[src/rtl/cwbs_pkg.sv]
// Shared constants and types for control word bit switching
package cwbs_pkg;
    localparam int          CW_BITS      = 16;
    localparam int          TERM_BASE_HI = 5;      // Base terminals feed bits 0..5
    localparam int          LOGIC_LO     = 6;      // Logic card feeds bits 6..9
    localparam int          LOGIC_HI     = 9;
    localparam int          EXT_LO       = 10;     // Extended card feeds bits 10..13
    localparam int          EXT_HI       = 13;
    localparam logic [3:0]  FWD_BIT      = 4'h0;   // Forward run, two-wire
    localparam logic [3:0]  AUTH_BIT     = 4'h0;   // Run authorization, three-wire
    localparam logic [3:0]  FWD3_BIT     = 4'h1;   // Forward, three-wire
    localparam logic [3:0]  REV2_BIT     = 4'h1;   // Default reverse bit, two-wire
    localparam logic [3:0]  REV3_BIT     = 4'h2;   // Default reverse bit, three-wire

    // Run command style, one-hot
    typedef enum logic [1:0] {
        two_wire_level_run  = 2'b01,
        three_wire_edge_run = 2'b10
    } cwbs_run_t;

    // Per-bit assignment kind
    typedef enum logic [1:0] {
        KIND_NONE     = 2'h0,
        KIND_FIXED    = 2'h1,
        KIND_SWITCHED = 2'h2
    } cwbs_kind_t;

    // Source of a bit: terminal or card input, or one network control word
    typedef enum logic [2:0] {
        SRC_TERM   = 3'h0,
        SRC_SERIAL = 3'h1,
        SRC_CAN    = 3'h2,
        SRC_NET    = 3'h3,
        SRC_EMB    = 3'h4
    } cwbs_src_t;

    // How a channel switch is driven
    typedef enum logic [1:0] {
        SW_FIX_CH1 = 2'h0,
        SW_FIX_CH2 = 2'h1,
        SW_INPUT   = 2'h2,
        SW_CWBIT   = 2'h3
    } cwbs_swmode_t;

    localparam cwbs_kind_t  KIND_RST = KIND_NONE;
    localparam cwbs_src_t   SRC_RST  = SRC_TERM;
endpackage

[src/rtl/cwbs_bit_route.sv]
// One control word bit router: picks the fixed or switched source
`timescale 1ns/100ps
module cwbs_bit_route (
    input  wire logic [1:0] kind,      // Assignment kind of this bit
    input  wire logic [2:0] fix_src,   // Fixed source code
    input  wire logic [2:0] act_src,   // Active command channel source
    input  wire logic       reserved,  // Bit held by run mode
    input  wire logic       term_bit,  // Same-order terminal or card input
    input  wire logic       term_ok,   // That input exists
    input  wire logic [3:0] net_bits,  // Same-order bits: serial, can, net, emb
    output logic            value      // Routed function input
);
    // Only the same-order bit is ever offered, so no cross-position routing exists
    function automatic logic pick(input logic [2:0] src);
        case (src)
            cwbs_pkg::SRC_TERM:   pick = term_bit & term_ok;
            cwbs_pkg::SRC_SERIAL: pick = net_bits[0];
            cwbs_pkg::SRC_CAN:    pick = net_bits[1];
            cwbs_pkg::SRC_NET:    pick = net_bits[2];
            cwbs_pkg::SRC_EMB:    pick = net_bits[3];
            default:              pick = 1'b0;
        endcase
    endfunction

    // Reserved bits never reach a function input
    always_comb
    begin
        if (reserved)
            value = 1'b0;
        else if (kind == cwbs_pkg::KIND_FIXED)
            value = pick(fix_src);
        else if (kind == cwbs_pkg::KIND_SWITCHED)
            value = pick(act_src);
        else
            value = 1'b0;
    end
endmodule // cwbs_bit_route

[src/rtl/cwbs_top.sv]
// Control word bit switching: routes 16 function inputs from their sources
// Notes on behaviour
// Without separate mode, reference switch drives command
// Each of 16 bits assigned individually
// Switched bit takes only same-order source bit
// Base terminals switch bits 0 to 5
// Logic card inputs switch bits 6 to 9
// Extended card inputs switch bits 10 to 13
// Fixed and switched on one bit rejected
// Fixed: same-order input or network word bit
// Two-wire reserves bit 0 as forward run
// Two-wire default reverse command on bit 1
// Three-wire reserves bits 0 and 1
// Three-wire default reverse command on bit 2
// Switched: terminals or selected network word bit
// Separate mode switches reference and command independently
// Switch from input, word bit, or configuration
// Outputs refresh each cycle from current selection
`timescale 1ns/100ps
module cwbs_top (
    input  wire logic        clk_sys,        // System clock, 200 MHz
    input  wire logic        sys_rst,        // Synchronous reset, active high
    input  wire logic        clk_en,         // Freezes all state while low, except that sys_rst still clears it
    input  wire logic [5:0]  term_in,        // Base terminal inputs, order 0..5
    input  wire logic [3:0]  logic_card_in,  // Logic card inputs, order 6..9
    input  wire logic        logic_card_fit, // Logic card fitted
    input  wire logic [3:0]  ext_card_in,    // Extended card inputs, order 10..13
    input  wire logic        ext_card_fit,   // Extended card fitted
    input  wire logic [15:0] cw_serial,      // Integrated serial control word
    input  wire logic [15:0] cw_can,         // CAN control word
    input  wire logic [15:0] cw_net,         // Network card control word
    input  wire logic [15:0] cw_emb,         // Embedded controller card word
    input  wire logic [1:0]  run_style,      // Two-wire or three-wire, one-hot
    input  wire logic        separate_mode,  // Independent command switching
    input  wire logic [2:0]  command_source_one, // Source of command channel 1
    input  wire logic [2:0]  command_source_two, // Source of command channel 2
    input  wire logic [1:0]  direct_reference_select, // Reference switch mode
    input  wire logic [3:0]  ref_sw_index,   // Input or bit order for it
    input  wire logic [2:0]  ref_sw_word,    // Word carrying its bit
    input  wire logic [1:0]  command_channel_select,  // Command switch mode
    input  wire logic [3:0]  cmd_sw_index,   // Input or bit order for it
    input  wire logic [2:0]  cmd_sw_word,    // Word carrying its bit
    input  wire logic        cfg_wr,         // Assignment write strobe
    input  wire logic [3:0]  cfg_bit,        // Control word bit written
    input  wire logic [1:0]  cfg_kind,       // New kind
    input  wire logic [2:0]  cfg_src,        // Fixed source for a fixed kind
    output logic [15:0]      func_in,        // Routed function inputs
    output logic             ref_ch2,        // Direct reference on channel 2
    output logic             cmd_ch2,        // Command on channel 2
    output logic             run_fwd,        // Forward run command
    output logic             run_auth,       // Run authorization, three-wire
    output logic             reverse_direction_assign, // Reverse command
    output logic             cfg_ack,        // Write taken, one-cycle pulse
    output logic             cfg_reject      // Write refused, one-cycle pulse
);
    typedef struct packed {
        logic [15:0][1:0] kind;
        logic [15:0][2:0] src;
        logic [15:0]      func;
        logic             ref2;
        logic             cmd2;
        logic             fwd;
        logic             auth;
        logic             rev;
        logic             ack;
        logic             rej;
    } cwbs_state_t;

    cwbs_state_t state_q;
    cwbs_state_t state_d;

    logic [15:0] term_vec;
    logic [15:0] term_ok;
    logic [15:0] reserved;
    logic [15:0] routed;
    logic        ref_sel2;
    logic        cmd_sel2;
    logic [2:0]  act_src;
    logic        is_two;
    logic        is_three;

    assign is_two   = (run_style == cwbs_pkg::two_wire_level_run);
    assign is_three = (run_style == cwbs_pkg::three_wire_edge_run);

    // Terminal view by bit order; card inputs exist only when the card does
    always_comb
    begin
        term_vec = 16'h0000;
        term_ok  = 16'h0000;
        term_vec[cwbs_pkg::TERM_BASE_HI:0] = term_in;
        term_ok[cwbs_pkg::TERM_BASE_HI:0]  = 6'h3f;
        term_vec[cwbs_pkg::LOGIC_HI:cwbs_pkg::LOGIC_LO] = logic_card_in;
        term_ok[cwbs_pkg::LOGIC_HI:cwbs_pkg::LOGIC_LO]  = {4{logic_card_fit}};
        term_vec[cwbs_pkg::EXT_HI:cwbs_pkg::EXT_LO] = ext_card_in;
        term_ok[cwbs_pkg::EXT_HI:cwbs_pkg::EXT_LO]  = {4{ext_card_fit}};
    end

    // Bits held by the run style and offered to no function
    always_comb
    begin
        reserved = 16'h0000;
        if (is_two)
            reserved[cwbs_pkg::FWD_BIT] = 1'b1;
        if (is_three)
        begin
            reserved[cwbs_pkg::AUTH_BIT] = 1'b1;
            reserved[cwbs_pkg::FWD3_BIT] = 1'b1;
        end
    end

    // Pick one bit of a network word by source code
    function automatic logic word_bit(input logic [2:0] w, input logic [3:0] i);
        case (w)
            cwbs_pkg::SRC_SERIAL: word_bit = cw_serial[i];
            cwbs_pkg::SRC_CAN:    word_bit = cw_can[i];
            cwbs_pkg::SRC_NET:    word_bit = cw_net[i];
            cwbs_pkg::SRC_EMB:    word_bit = cw_emb[i];
            default:              word_bit = term_vec[i] & term_ok[i];
        endcase
    endfunction

    // Resolve a channel switch to "channel 2 selected"
    function automatic logic sw_ch2(input logic [1:0] m, input logic [3:0] i,
                                    input logic [2:0] w);
        case (m)
            cwbs_pkg::SW_FIX_CH1: sw_ch2 = 1'b0;
            cwbs_pkg::SW_FIX_CH2: sw_ch2 = 1'b1;
            cwbs_pkg::SW_INPUT:   sw_ch2 = term_vec[i] & term_ok[i];
            default:              sw_ch2 = word_bit(w, i);
        endcase
    endfunction

    // Switch values are sampled live so a network rewrite acts at once
    always_comb
    begin
        ref_sel2 = sw_ch2(direct_reference_select, ref_sw_index, ref_sw_word);
        if (separate_mode)
            cmd_sel2 = sw_ch2(command_channel_select, cmd_sw_index, cmd_sw_word);
        else
            cmd_sel2 = ref_sel2;
        act_src = cmd_sel2 ? command_source_two : command_source_one;
    end

    // One router per control word bit
    genvar g;
    generate
        for (g = 0; g < cwbs_pkg::CW_BITS; g++)
        begin : g_bit
            cwbs_bit_route u_route (
                .kind     (state_q.kind[g]),
                .fix_src  (state_q.src[g]),
                .act_src  (act_src),
                .reserved (reserved[g]),
                .term_bit (term_vec[g]),
                .term_ok  (term_ok[g]),
                .net_bits ({cw_emb[g], cw_net[g], cw_can[g], cw_serial[g]}),
                .value    (routed[g])
            );
        end
    endgenerate

    // Next state: configuration writes, routed outputs, run commands
    always_comb
    begin
        logic bad;
        logic [1:0] cur;
        bad = 1'b0;
        cur = state_q.kind[cfg_bit];
        state_d = state_q;
        state_d.ack = 1'b0;
        state_d.rej = 1'b0;
        if (cfg_wr)
        begin
            // A bit must be released before it changes between fixed and switched
            if (cfg_kind != cwbs_pkg::KIND_NONE && reserved[cfg_bit])
                bad = 1'b1;
            else if (cfg_kind == cwbs_pkg::KIND_FIXED && cur == cwbs_pkg::KIND_SWITCHED)
                bad = 1'b1;
            else if (cfg_kind == cwbs_pkg::KIND_SWITCHED && cur == cwbs_pkg::KIND_FIXED)
                bad = 1'b1;
            else if (cfg_kind == cwbs_pkg::KIND_FIXED && cfg_src == cwbs_pkg::SRC_TERM
                     && !term_ok[cfg_bit])
                bad = 1'b1;
            else if (cfg_kind == cwbs_pkg::KIND_FIXED && cfg_src > cwbs_pkg::SRC_EMB)
                bad = 1'b1;
            else if (cfg_kind == 2'h3)
                bad = 1'b1;
            if (bad)
                state_d.rej = 1'b1;
            else
            begin
                state_d.ack = 1'b1;
                state_d.kind[cfg_bit] = cfg_kind;
                state_d.src[cfg_bit]  = cfg_src;
            end
        end
        state_d.func = routed;
        state_d.ref2 = ref_sel2;
        state_d.cmd2 = cmd_sel2;
        // Run bits come from the active command channel, on every source
        state_d.fwd  = is_two ? word_bit(act_src, cwbs_pkg::FWD_BIT)
                              : (is_three & word_bit(act_src, cwbs_pkg::FWD3_BIT));
        state_d.auth = is_three & word_bit(act_src, cwbs_pkg::AUTH_BIT);
        if (is_two)
            state_d.rev = word_bit(act_src, cwbs_pkg::REV2_BIT);
        else if (is_three)
            state_d.rev = word_bit(act_src, cwbs_pkg::REV3_BIT);
        else
            state_d.rev = 1'b0;
    end

    // State register; reset clears every assignment
    always_ff @(posedge clk_sys)
    begin
        if (sys_rst)
        begin
            for (int i = 0; i < cwbs_pkg::CW_BITS; i++)
            begin
                state_q.kind[i] <= cwbs_pkg::KIND_RST;
                state_q.src[i]  <= cwbs_pkg::SRC_RST;
            end
            state_q.func <= 16'h0000;
            state_q.ref2 <= 1'b0;
            state_q.cmd2 <= 1'b0;
            state_q.fwd  <= 1'b0;
            state_q.auth <= 1'b0;
            state_q.rev  <= 1'b0;
            state_q.ack  <= 1'b0;
            state_q.rej  <= 1'b0;
        end
        else if (clk_en)
            state_q <= state_d;
    end

    // Outputs straight from the state register
    assign func_in                  = state_q.func;
    assign ref_ch2                  = state_q.ref2;
    assign cmd_ch2                  = state_q.cmd2;
    assign run_fwd                  = state_q.fwd;
    assign run_auth                 = state_q.auth;
    assign reverse_direction_assign = state_q.rev;
    assign cfg_ack                  = state_q.ack;
    assign cfg_reject               = state_q.rej;
endmodule // cwbs_top

[config.mk]
export PLATFORM = sky130hd
export DESIGN_NAME = cwbs_top
export DESIGN_NICKNAME = d
export VERILOG_FILES = /design/src/rtl/cwbs_pkg.sv /design/src/rtl/cwbs_bit_route.sv /design/src/rtl/cwbs_top.sv
export SDC_FILE = /design/constraint.sdc
export NUM_CORES = 1
export LEC_CHECK = 0
export BUFFER_PORTS_ARGS = -buffer_cell sky130_fd_sc_hd__buf_2
export CORE_ASPECT_RATIO = 0.5
export CORE_MARGIN = 2
export CORE_UTILIZATION = 37
export DETAILED_ROUTE_END_ITERATION = 12
export PLACE_DENSITY = 0.64
export SYNTH_ARGS = -nofsm -noshare
export SYNTH_HDL_FRONTEND = slang
export SYNTH_SLANG_ARGS = --single-unit
export TNS_END_PERCENT = 30
[constraint.sdc]
create_clock -name clk_sys -period 6.9 [get_ports clk_sys]
set_clock_uncertainty 0.1 [all_clocks]
set_input_delay 1.38 -clock clk_sys [delete_from_list [all_inputs] [get_ports clk_sys]]
set_output_delay 1.38 -clock clk_sys [all_outputs]
set_load 0.02 [all_outputs]
; Word-level counts from Yosys, hierarchy flattened
; Cells that the tools add are included.
[totals]
register_bits = 103
input_bits = 120
out_inout_bits = 23
word_cells = 331
[op_classes]
order_cmp = 5
n_eq_ne = 119
n_mux = 126
bitwise = 13
n_reduce_logical = 28
[op_table]
columns = operator, n
row1 = $pmux 1 s5, 28
row2 = $eq 3x2->1 const B, 38
row3 = $mux 1, 62
row4 = $eq 3x1->1 const B, 19
row5 = $eq 3x3->1 const B, 19
row6 = $bmux 1 s4, 14
row7 = $bwmux 48, 1
row8 = $logic_not 3->1, 16
row9 = $eq 2x2->1 const B, 22
row10 = $eq 2x1->1 const B, 21
row11 = $pmux 1 s4, 9
row12 = $bwmux 32, 1
row13 = $lt 4x5->1 const B, 3
row14 = $and 1x1->1, 12
row15 = $demux 3 s4, 1
row16 = $bmux 2 s4, 1
row17 = $demux 2 s4, 1
row18 = $mux 2, 4
row19 = $logic_and 1x1->1, 7
row20 = $mux 3, 2
row21 = $pmux 1 s3, 2
row22 = $ge 4x1->1 const B, 1
row23 = $logic_not 2->1, 2
row24 = $gt 3x3->1 const B, 1
row25 = 4 further kinds, 4

; Logic depth before layout (Yosys ltp)
; Gate-level depths: netlist (run 1).
[logic_depth]
word_depth = 12
depth_mapped = 14
depth_no_buf = 12

; Hierarchy
; From an unflattened synthesis (run 1), not the netlist that was laid out.
[hier_totals]
cells_unflattened = 960
area_unflattened_um2 = 8384.3
[modules_own_cells]
columns = mod, n_inst, cells_each, area_each_um2, seq_area_each_um2
row1 = cwbs_top, 1, 672, 6482.5, 2062.0
row2 = cwbs_bit_route, 16, 18, 118.9, 0.0

; Worst setup path after synthesis (run 1)
; OpenSTA, ideal clock, no wires.
[synth_path]
path_kind = input port to flip-flop
startpoint = in cmd_sw_index[0]
endpoint = reg state_q (netlist bit func_in[7])
setup_time_ns = 0.116
arrival_ns = 4.243
t_required_ns = 6.684
path_slack_ns = 2.441
path_stages = 12
n_path_buf = 2
path_cell_list = buf_6 > mux4_2 > nor2b_1 > a211o_1 > a211o_1 > a221oi_4 > o21ai_4 > mux2_4 > buf_6 > a222oi_1 > o21ai_1 > a31o_1
[synth_via]
elab_chain_cells = 11
word_cells_on_any_way = 25
cone_classes = eq/ne (4) / mux (19) / bitwise (1) / reduce/logical (1)
[synth_rtl]
columns = item, line_no
row1 = start: declaration, cwbs_top.sv:41  ; input wire logic [3:0] cmd_sw_index,
row2 = $bmux 1 s4, "cwbs_top.sv:118, cwbs_top.sv:128"
row3 = $mux 1 (implied by the code), "cwbs_top.sv:118, cwbs_top.sv:128"
row4 = $and 1x1->1, "cwbs_top.sv:118, cwbs_top.sv:128"
row5 = $pmux 1 s4, cwbs_top.sv:113  ; case (w)
row6 = $pmux 1 s3 (*), cwbs_top.sv:125  ; case (m)
row7 = $mux 1 (*), cwbs_top.sv:137  ; if (separate_mode)
row8 = $mux 3 (*), cwbs_top.sv:141  ; act_src = cmd_sel2 ? command_source_two : command_source_one;
row9 = $eq 3x3->1 (tied with other cells), cwbs_bit_route.sv:15  ; case (src)
row10 = $pmux 1 s5 (*), cwbs_bit_route.sv:15
row11 = $mux 1 (*), cwbs_bit_route.sv:32  ; else if (kind == cwbs_pkg::KIND_SWITCHED)
row12 = $mux 1 (*), cwbs_bit_route.sv:30  ; else if (kind == cwbs_pkg::KIND_FIXED)
row13 = end signal: assignment, cwbs_top.sv:232  ; state_q <= state_d;
row14 = end: declaration, cwbs_top.sv:69  ; cwbs_state_t state_q;
; Mark *: on every way between the ends. The rest lies on a longest branch, timed or not. The select of a mux whose other input is x is not followed.
; A chain may end at the register's enable or synchronous reset.

; Worst setup path in the final report (run 1)
[layout_path]
startpoint = in cmd_sw_index[0]
endpoint = reg state_q (netlist bit func_in[5])
; Same word-level chain as after synthesis.

==> impl_metrics.toml, run 1 <==
[run_status]
outcome = "complete, no violations"

[place]
routabilityCongestion = 1.01
port_buffers = 142
placed_cells = 1241
hpwl_mm = 23.0

[drt]
wl_met3_mm = 3.91
antenna_left = 0
vias = 7809
routed_via_density = 6.21
met2_length_mm = 12.0
wl_per_cell_um = 24.0
top_layer = "met4"
drc = 0
drt-initial-drc-count = 939
drt_pass1_iterations = 8
wl_met1_mm = 13.6
wl_mm = 30.1

[clocking]
cts_setup_buffers = 0
clk_latency_ps = 360
clock-sinks = 103
root_buffer = "clkbuf_16"
htree_levels = 3
cts_buffer_depth = 2
cts_tree = "yes"
ctsHoldBuffers = 0
cts.repair.resized = 0
cts_made_buffers = 9
cts.clk_slew.worst_paths_ps = 70

[sta]
hold_violations = 0
rsz0062_at_grt = "false"
worstMarginPinSlew_ps = 1080
fmax_mhz = 199
drv_slew = 0
finalSetupTns_ps = 0
relSlewSlack_pct = 28.1
period_share_pct = 72.7
finalCriticalPeriod_ps = 5020
finalSetupViolCount = 0

[final_layout]
area_growth_pct = 13.6
drive_gt1_share_pct = 22.0
fin_cells = 1257
n_fill_cell = 2097
fin_nets = 1101
antennaDiodeCount = 0

[floorplan]
die_w_um = 209
start_util_pct = 37.7
rows = 37
dieArea_mm2 = 0.0222
ios = 143
core_mm2 = 0.0206
dieHeight_um = 106

[yosys]
synth_area_leaders = "dfxtp_1, mux2i_1, mux4_2, nor2_1, nand2_1"
synth_cells = 888
yosys_warnings = 0
yosysUniqueCellTypes = 77
yosysTopAreaCell = "dfxtp_1"
ys_ff_latch = 103
synth-edff-count = 0
ys_async_sr_fraction_pct = 0
syn_area_mm2 = 0.00774
synth_top_area_share_pct = 26.6
synth_ff_type = "dfxtp_1"
syn_avg_cell_area_um2 = 8.72
synth_seq_area_share_pct = 26.6
synthesis.nets = 1010

[setup_path]
crit_required_ps = 7000
cp_max_fo = 28
cp-start-kind = "input pin"
r2r-end = "state_q[70]$_SDFFE_PP0P_"
cp.arrival_ps = 5120
r2r-start = "state_q[99]$_SDFFE_PP0P_"
end_kind = "flip-flop"
reg2reg_slack_ps = 3150
path_class = "input pin to flip-flop"
reg2reg_depth = 10

[flow_run]
max_cap_viol_count = 0

[power_and_ir_drop]
p_leak_uw = 0.00371
power_uw = 1470
powerDensity_mw_per_mm2 = 167
irDropWorstVdd_uv = 106

[hold_path]
hp-class = "flip-flop to flip-flop"
holdPathEnd = "run_auth$_SDFFE_PP0P_"
min_from = "run_auth$_SDFFE_PP0P_"
whs_path_depth = 2

[global_routing]
grt_util_all_layers_pct = 26.6
grt_pass1_vias = 7018
gr-total-overflow = 0
antenna_found_initial = 0
grt_first_pass_wirelength_mm = 44.1
grt_max_degree = 83
[through the flow]
step           hold WS (ps)  util [%]  worst slack, ps  instance area, um2
3_5_place_dp            355      41.4             1580                8520
6_report                365      42.8             1880                8800
3_3_place_gp            358      41.4             1650                8520
2_1_floorplan           341         -             2440                7740
5_1_grt                 393      42.8             1650                8800
4_1_cts                 366      42.8             1940                8800
[placed cells by master (no fill, tap or decap), types with 7 or more instances in the layout]
cell type / n
and2_1: 7
mux2_2: 9
nor3_1: 11
nand3b_1: 12
nand2b_1: 14
nor2_1: 110
a211oi_1: 23
mux2i_1: 145
o21ai_0: 12
a21oi_1: 49
a221oi_1: 7
inv_1: 21
and3_1: 9
mux4_2: 32
a222oi_1: 9
nor2b_1: 16
a22oi_1: 14
nor3b_1: 14
nand3_1: 28
nand2_1: 78
dfxtp_1: 103
clkbuf_16: 9
nand4_1: 8
buf_2: 141
[worst max path at each step]
| stage | end | cells after the start | startpoint | slack (ps) |
|---|---|---|---|---|
| 2_1_floorplan | func_in[7]$_SDFFE_PP0P_ | 12 | cmd_sw_index[0] | 2440 |
| 3_3_place_gp | func_in[5]$_SDFFE_PP0P_ | 11 | cmd_sw_index[0] | 1650 |
| 3_5_place_dp | func_in[5]$_SDFFE_PP0P_ | 11 | cmd_sw_index[0] | 1580 |
| 4_1_cts | func_in[5]$_SDFFE_PP0P_ | 11 | cmd_sw_index[0] | 1940 |
| 5_1_grt | func_in[5]$_SDFFE_PP0P_ | 11 | cmd_sw_index[0] | 1650 |
| 6_report | func_in[5]$_SDFFE_PP0P_ | 11 | cmd_sw_index[0] | 1880 |
[state kept, by name (all words and copies together) (netlist names)]
name	cells
run_fwd	1
cfg_ack	1
run_auth	1
func_in	16
cfg_reject	1
reverse_direction_assign	1
state_q	80
ref_ch2	1
cmd_ch2	1
[area by class of cell]
type                    instances  area (um2)  share of cell area [%]
flip-flops and latches        103        2060                    23.4
well taps                     273         342                    3.88
multi-input cells             699        5300                    60.2
clock inverters                 6        50.0                   0.569
clock buffers                  10         229                    2.60
repair buffers                145         736                    8.36
inverters                      21        78.8                   0.896
[critical path, cell delays in order]
cell and delay (ps):
buf_2 580, mux4_2 580, nor2b_1 140, a211o_1 280, a211o_1 350, a221oi_4 340
o21ai_4 270, mux2_4 490, a222oi_1 300, o21ai_0 210, o2bb2ai_1 180
[cells by family after synthesis]
family / share of synthesized area, %
DFF: 26.6
xor gates and xnor gates: 0.339
adders and majority gates: 0.453
and+or+nand+nor: 20.6
AOI/OAI and AO/OA: 16.7
buffers and inverters: 4.90
muxes: 30.3
[synthesized netlist by cell type (all sizes together), types with 11 or more instances]
| cell | n |
|---|---|
| mux2i | 148 |
| nor2 | 110 |
| dfxtp | 103 |
| nand2 | 78 |
| a21oi | 49 |
| clkbuf | 43 |
| mux4 | 32 |
| nand3 | 28 |
| a211oi | 23 |
| buf | 22 |
| inv | 21 |
| nor2b | 16 |
| nor3b | 16 |
| o21ai | 15 |
| a22oi | 14 |
| nand2b | 14 |
| nand3b | 12 |
| nor3 | 11 |
[routing by layer]
metal	vias up	track usage, %
met5	-	0
met4	0	7.30
met3	62	8.92
met2	427	36.7
met1	3821	38.8
li1	3499	-
[where the power goes]
part           switching [uW]  total (uW)  internal, uW
logic                     228         364           136
clock network             247         497           251
registers                5.97         607           601
total                     481        1470           988
No activity file was read; power rests on OpenSTA's default activity.
==> run 2, diff against run 1 <==
- clock period: 6.9 -> 5 ns (I/O delays scaled with it)
==> run 2 against run 1 <==
Against the previous run:
- worst setup slack worse by 1200 ps
- wire length up 0.80%
- critical path depth unchanged
- critical endpoint is now run_auth$_SDFFE_PP0P_
- die area stayed put
- clock power increased by 42%
==> impl_metrics.toml, run 2 (synthesis results as in run 1) <==
[final_layout]
n_fill_cell = 2084
area_growth_pct = 14.6
drive_gt1_share_pct = 22.5
regMostFlops = "state_q"
largest_register_ff_count = 80
final_common_cell = "mux2i_1"
multi_input_area_mm2 = 0.00530
final_util_pct = 43.1
register_area_mm2 = 0.00206
fin_nets = 1107
layout_common_cells = "mux2i_1, buf_2, nor2_1"

[clocking]
cts_made_buffers = 9
cts.clk_slew.worst_paths_ps = 70
cts_buffer_depth = 2
cts_setup_buffers = 0
cts_tree = "yes"
htree_levels = 3
cts.repair.resized = 0
ctsHoldBuffers = 0
clock-sinks = 103
root_buffer = "clkbuf_16"
clk_latency_ps = 360

[hold_path]
hp-class = "flip-flop to flip-flop"
min_from = "func_in[2]$_SDFFE_PP0P_"
whs_path_depth = 2
holdPathEnd = "func_in[2]$_SDFFE_PP0P_"

[power_and_ir_drop]
irDropWorstVdd_uv = 164
p_leak_uw = 0.00375
powerDensity_mw_per_mm2 = 232

[global_routing]
gr-total-overflow = 0
grt_first_pass_wirelength_mm = 45.2
grt_util_met1_pct = 39.6
grt_pass1_vias = 7246
grt_util_all_layers_pct = 26.9
top_usage_layer = "met1"
grt_max_degree = 110
antenna_found_initial = 0
met3_usage_pct = 7.18
met2_usage_pct = 38.4

[run_status]
outcome = "complete, no violations"

[place]
hpwl_mm = 23.3
routabilityCongestion = 1.01
place_ws_ps = 311
port_buffers = 142

[sta]
finalSetupTns_ps = 0
worstMarginPinSlew_ps = 1170
hold_violations = 0
fmax_mhz = 229
drv_slew = 0
period_share_pct = 87.3
finalSetupViolCount = 0
rsz0062_at_grt = "false"
worst_slack_ps = 636
relSlewSlack_pct = 21.8
finalCriticalPeriod_ps = 4360

[floorplan]
die_w_um = 209
ios = 143
dieHeight_um = 106
dieArea_mm2 = 0.0222
rows = 37
core_mm2 = 0.0206
start_util_pct = 37.7

[drt]
vias = 7857
wl_per_cell_um = 24.0
routed_via_density = 6.21
antenna_left = 0
wl_mm = 30.4
drc = 0
drt_pass1_iterations = 9
drt-initial-drc-count = 1117

[setup_path]
path_class = "input pin to flip-flop"
reg2reg_slack_ps = 1440
r2r-end = "state_q[27]$_SDFFE_PP0P_"
r2r-start = "state_q[99]$_SDFFE_PP0P_"
reg2reg_depth = 10
end_kind = "flip-flop"
cp.arrival_ps = 4460
crit_required_ps = 5090
cp-start-kind = "input pin"
cp_max_fo = 16

[flow_run]
max_cap_viol_count = 0
==> run 2: layout make-up <==
class	instances	share of cell area (%)
Antenna cell	2	0.0564
Clock buffer	9	2.54
Clock inverter	7	0.705
Inverter	21	0.889
Multi-Input combinational cell	699	59.8
Sequential cell	103	23.3
Tap cell	273	3.85
Timing Repair Buffer	151	8.94
==> run 2: metal layers <==
| metal | part of all wire [%] | routed length (um) | vias to the layer above |
|---|---|---|---|
| met4 | 2.3 | 690 | 0 |
| met5 | 0 | 0 | - |
| met3 | 12 | 3740 | 57 |
| met2 | 41 | 12300 | 488 |
| met1 | 45 | 13600 | 3783 |
| li1 | - | - | 3529 |
==> run 2: how the worst max path moves through the flow <==
stage | cells past startpoint | from | to
after global placement | 12 | cmd_sw_index[0] | func_in[3]$_SDFFE_PP0P_
after CTS | 11 | ref_sw_index[1] | func_in[3]$_SDFFE_PP0P_
after floorplan | 12 | cmd_sw_index[0] | func_in[7]$_SDFFE_PP0P_
after detailed placement | 11 | ref_sw_index[1] | func_in[3]$_SDFFE_PP0P_
after global routing | 11 | ref_sw_index[1] | run_fwd$_SDFFE_PP0P_
final | 11 | ref_sw_index[1] | run_auth$_SDFFE_PP0P_
==> run 2: worst max-delay path, cell delays in order <==
cell	delay (ps)
buf_2	290
mux4_2	550
mux2i_1	180
nand2_1	90
a41o_1	240
o31ai_2	590
o21ai_4	340
mux2_4	480
a221oi_1	440
nand3b_1	170
a21oi_1	80
==> run 2: per-stage QoR <==
step / cells / power (uW) / hold slack (ps) / instance area [um2]
2_1_floorplan: 888 / 1160 / 341 / 7740
3_3_place_gp: 1247 / 1350 / 363 / 8580
3_5_place_dp: 1247 / 1350 / 365 / 8580
4_1_cts: 1263 / 2050 / 380 / 8860
5_1_grt: 1263 / 2120 / 394 / 8860
6_report: 1265 / 2060 / 377 / 8870
==> run 2: where the power goes <==
part           leakage [uW]  internal, uW  total (uW)  switching [uW]
Clock              0.000144           350         705             355
Combinational       0.00278           192         513             321
Sequential         0.000832           830         838            8.07
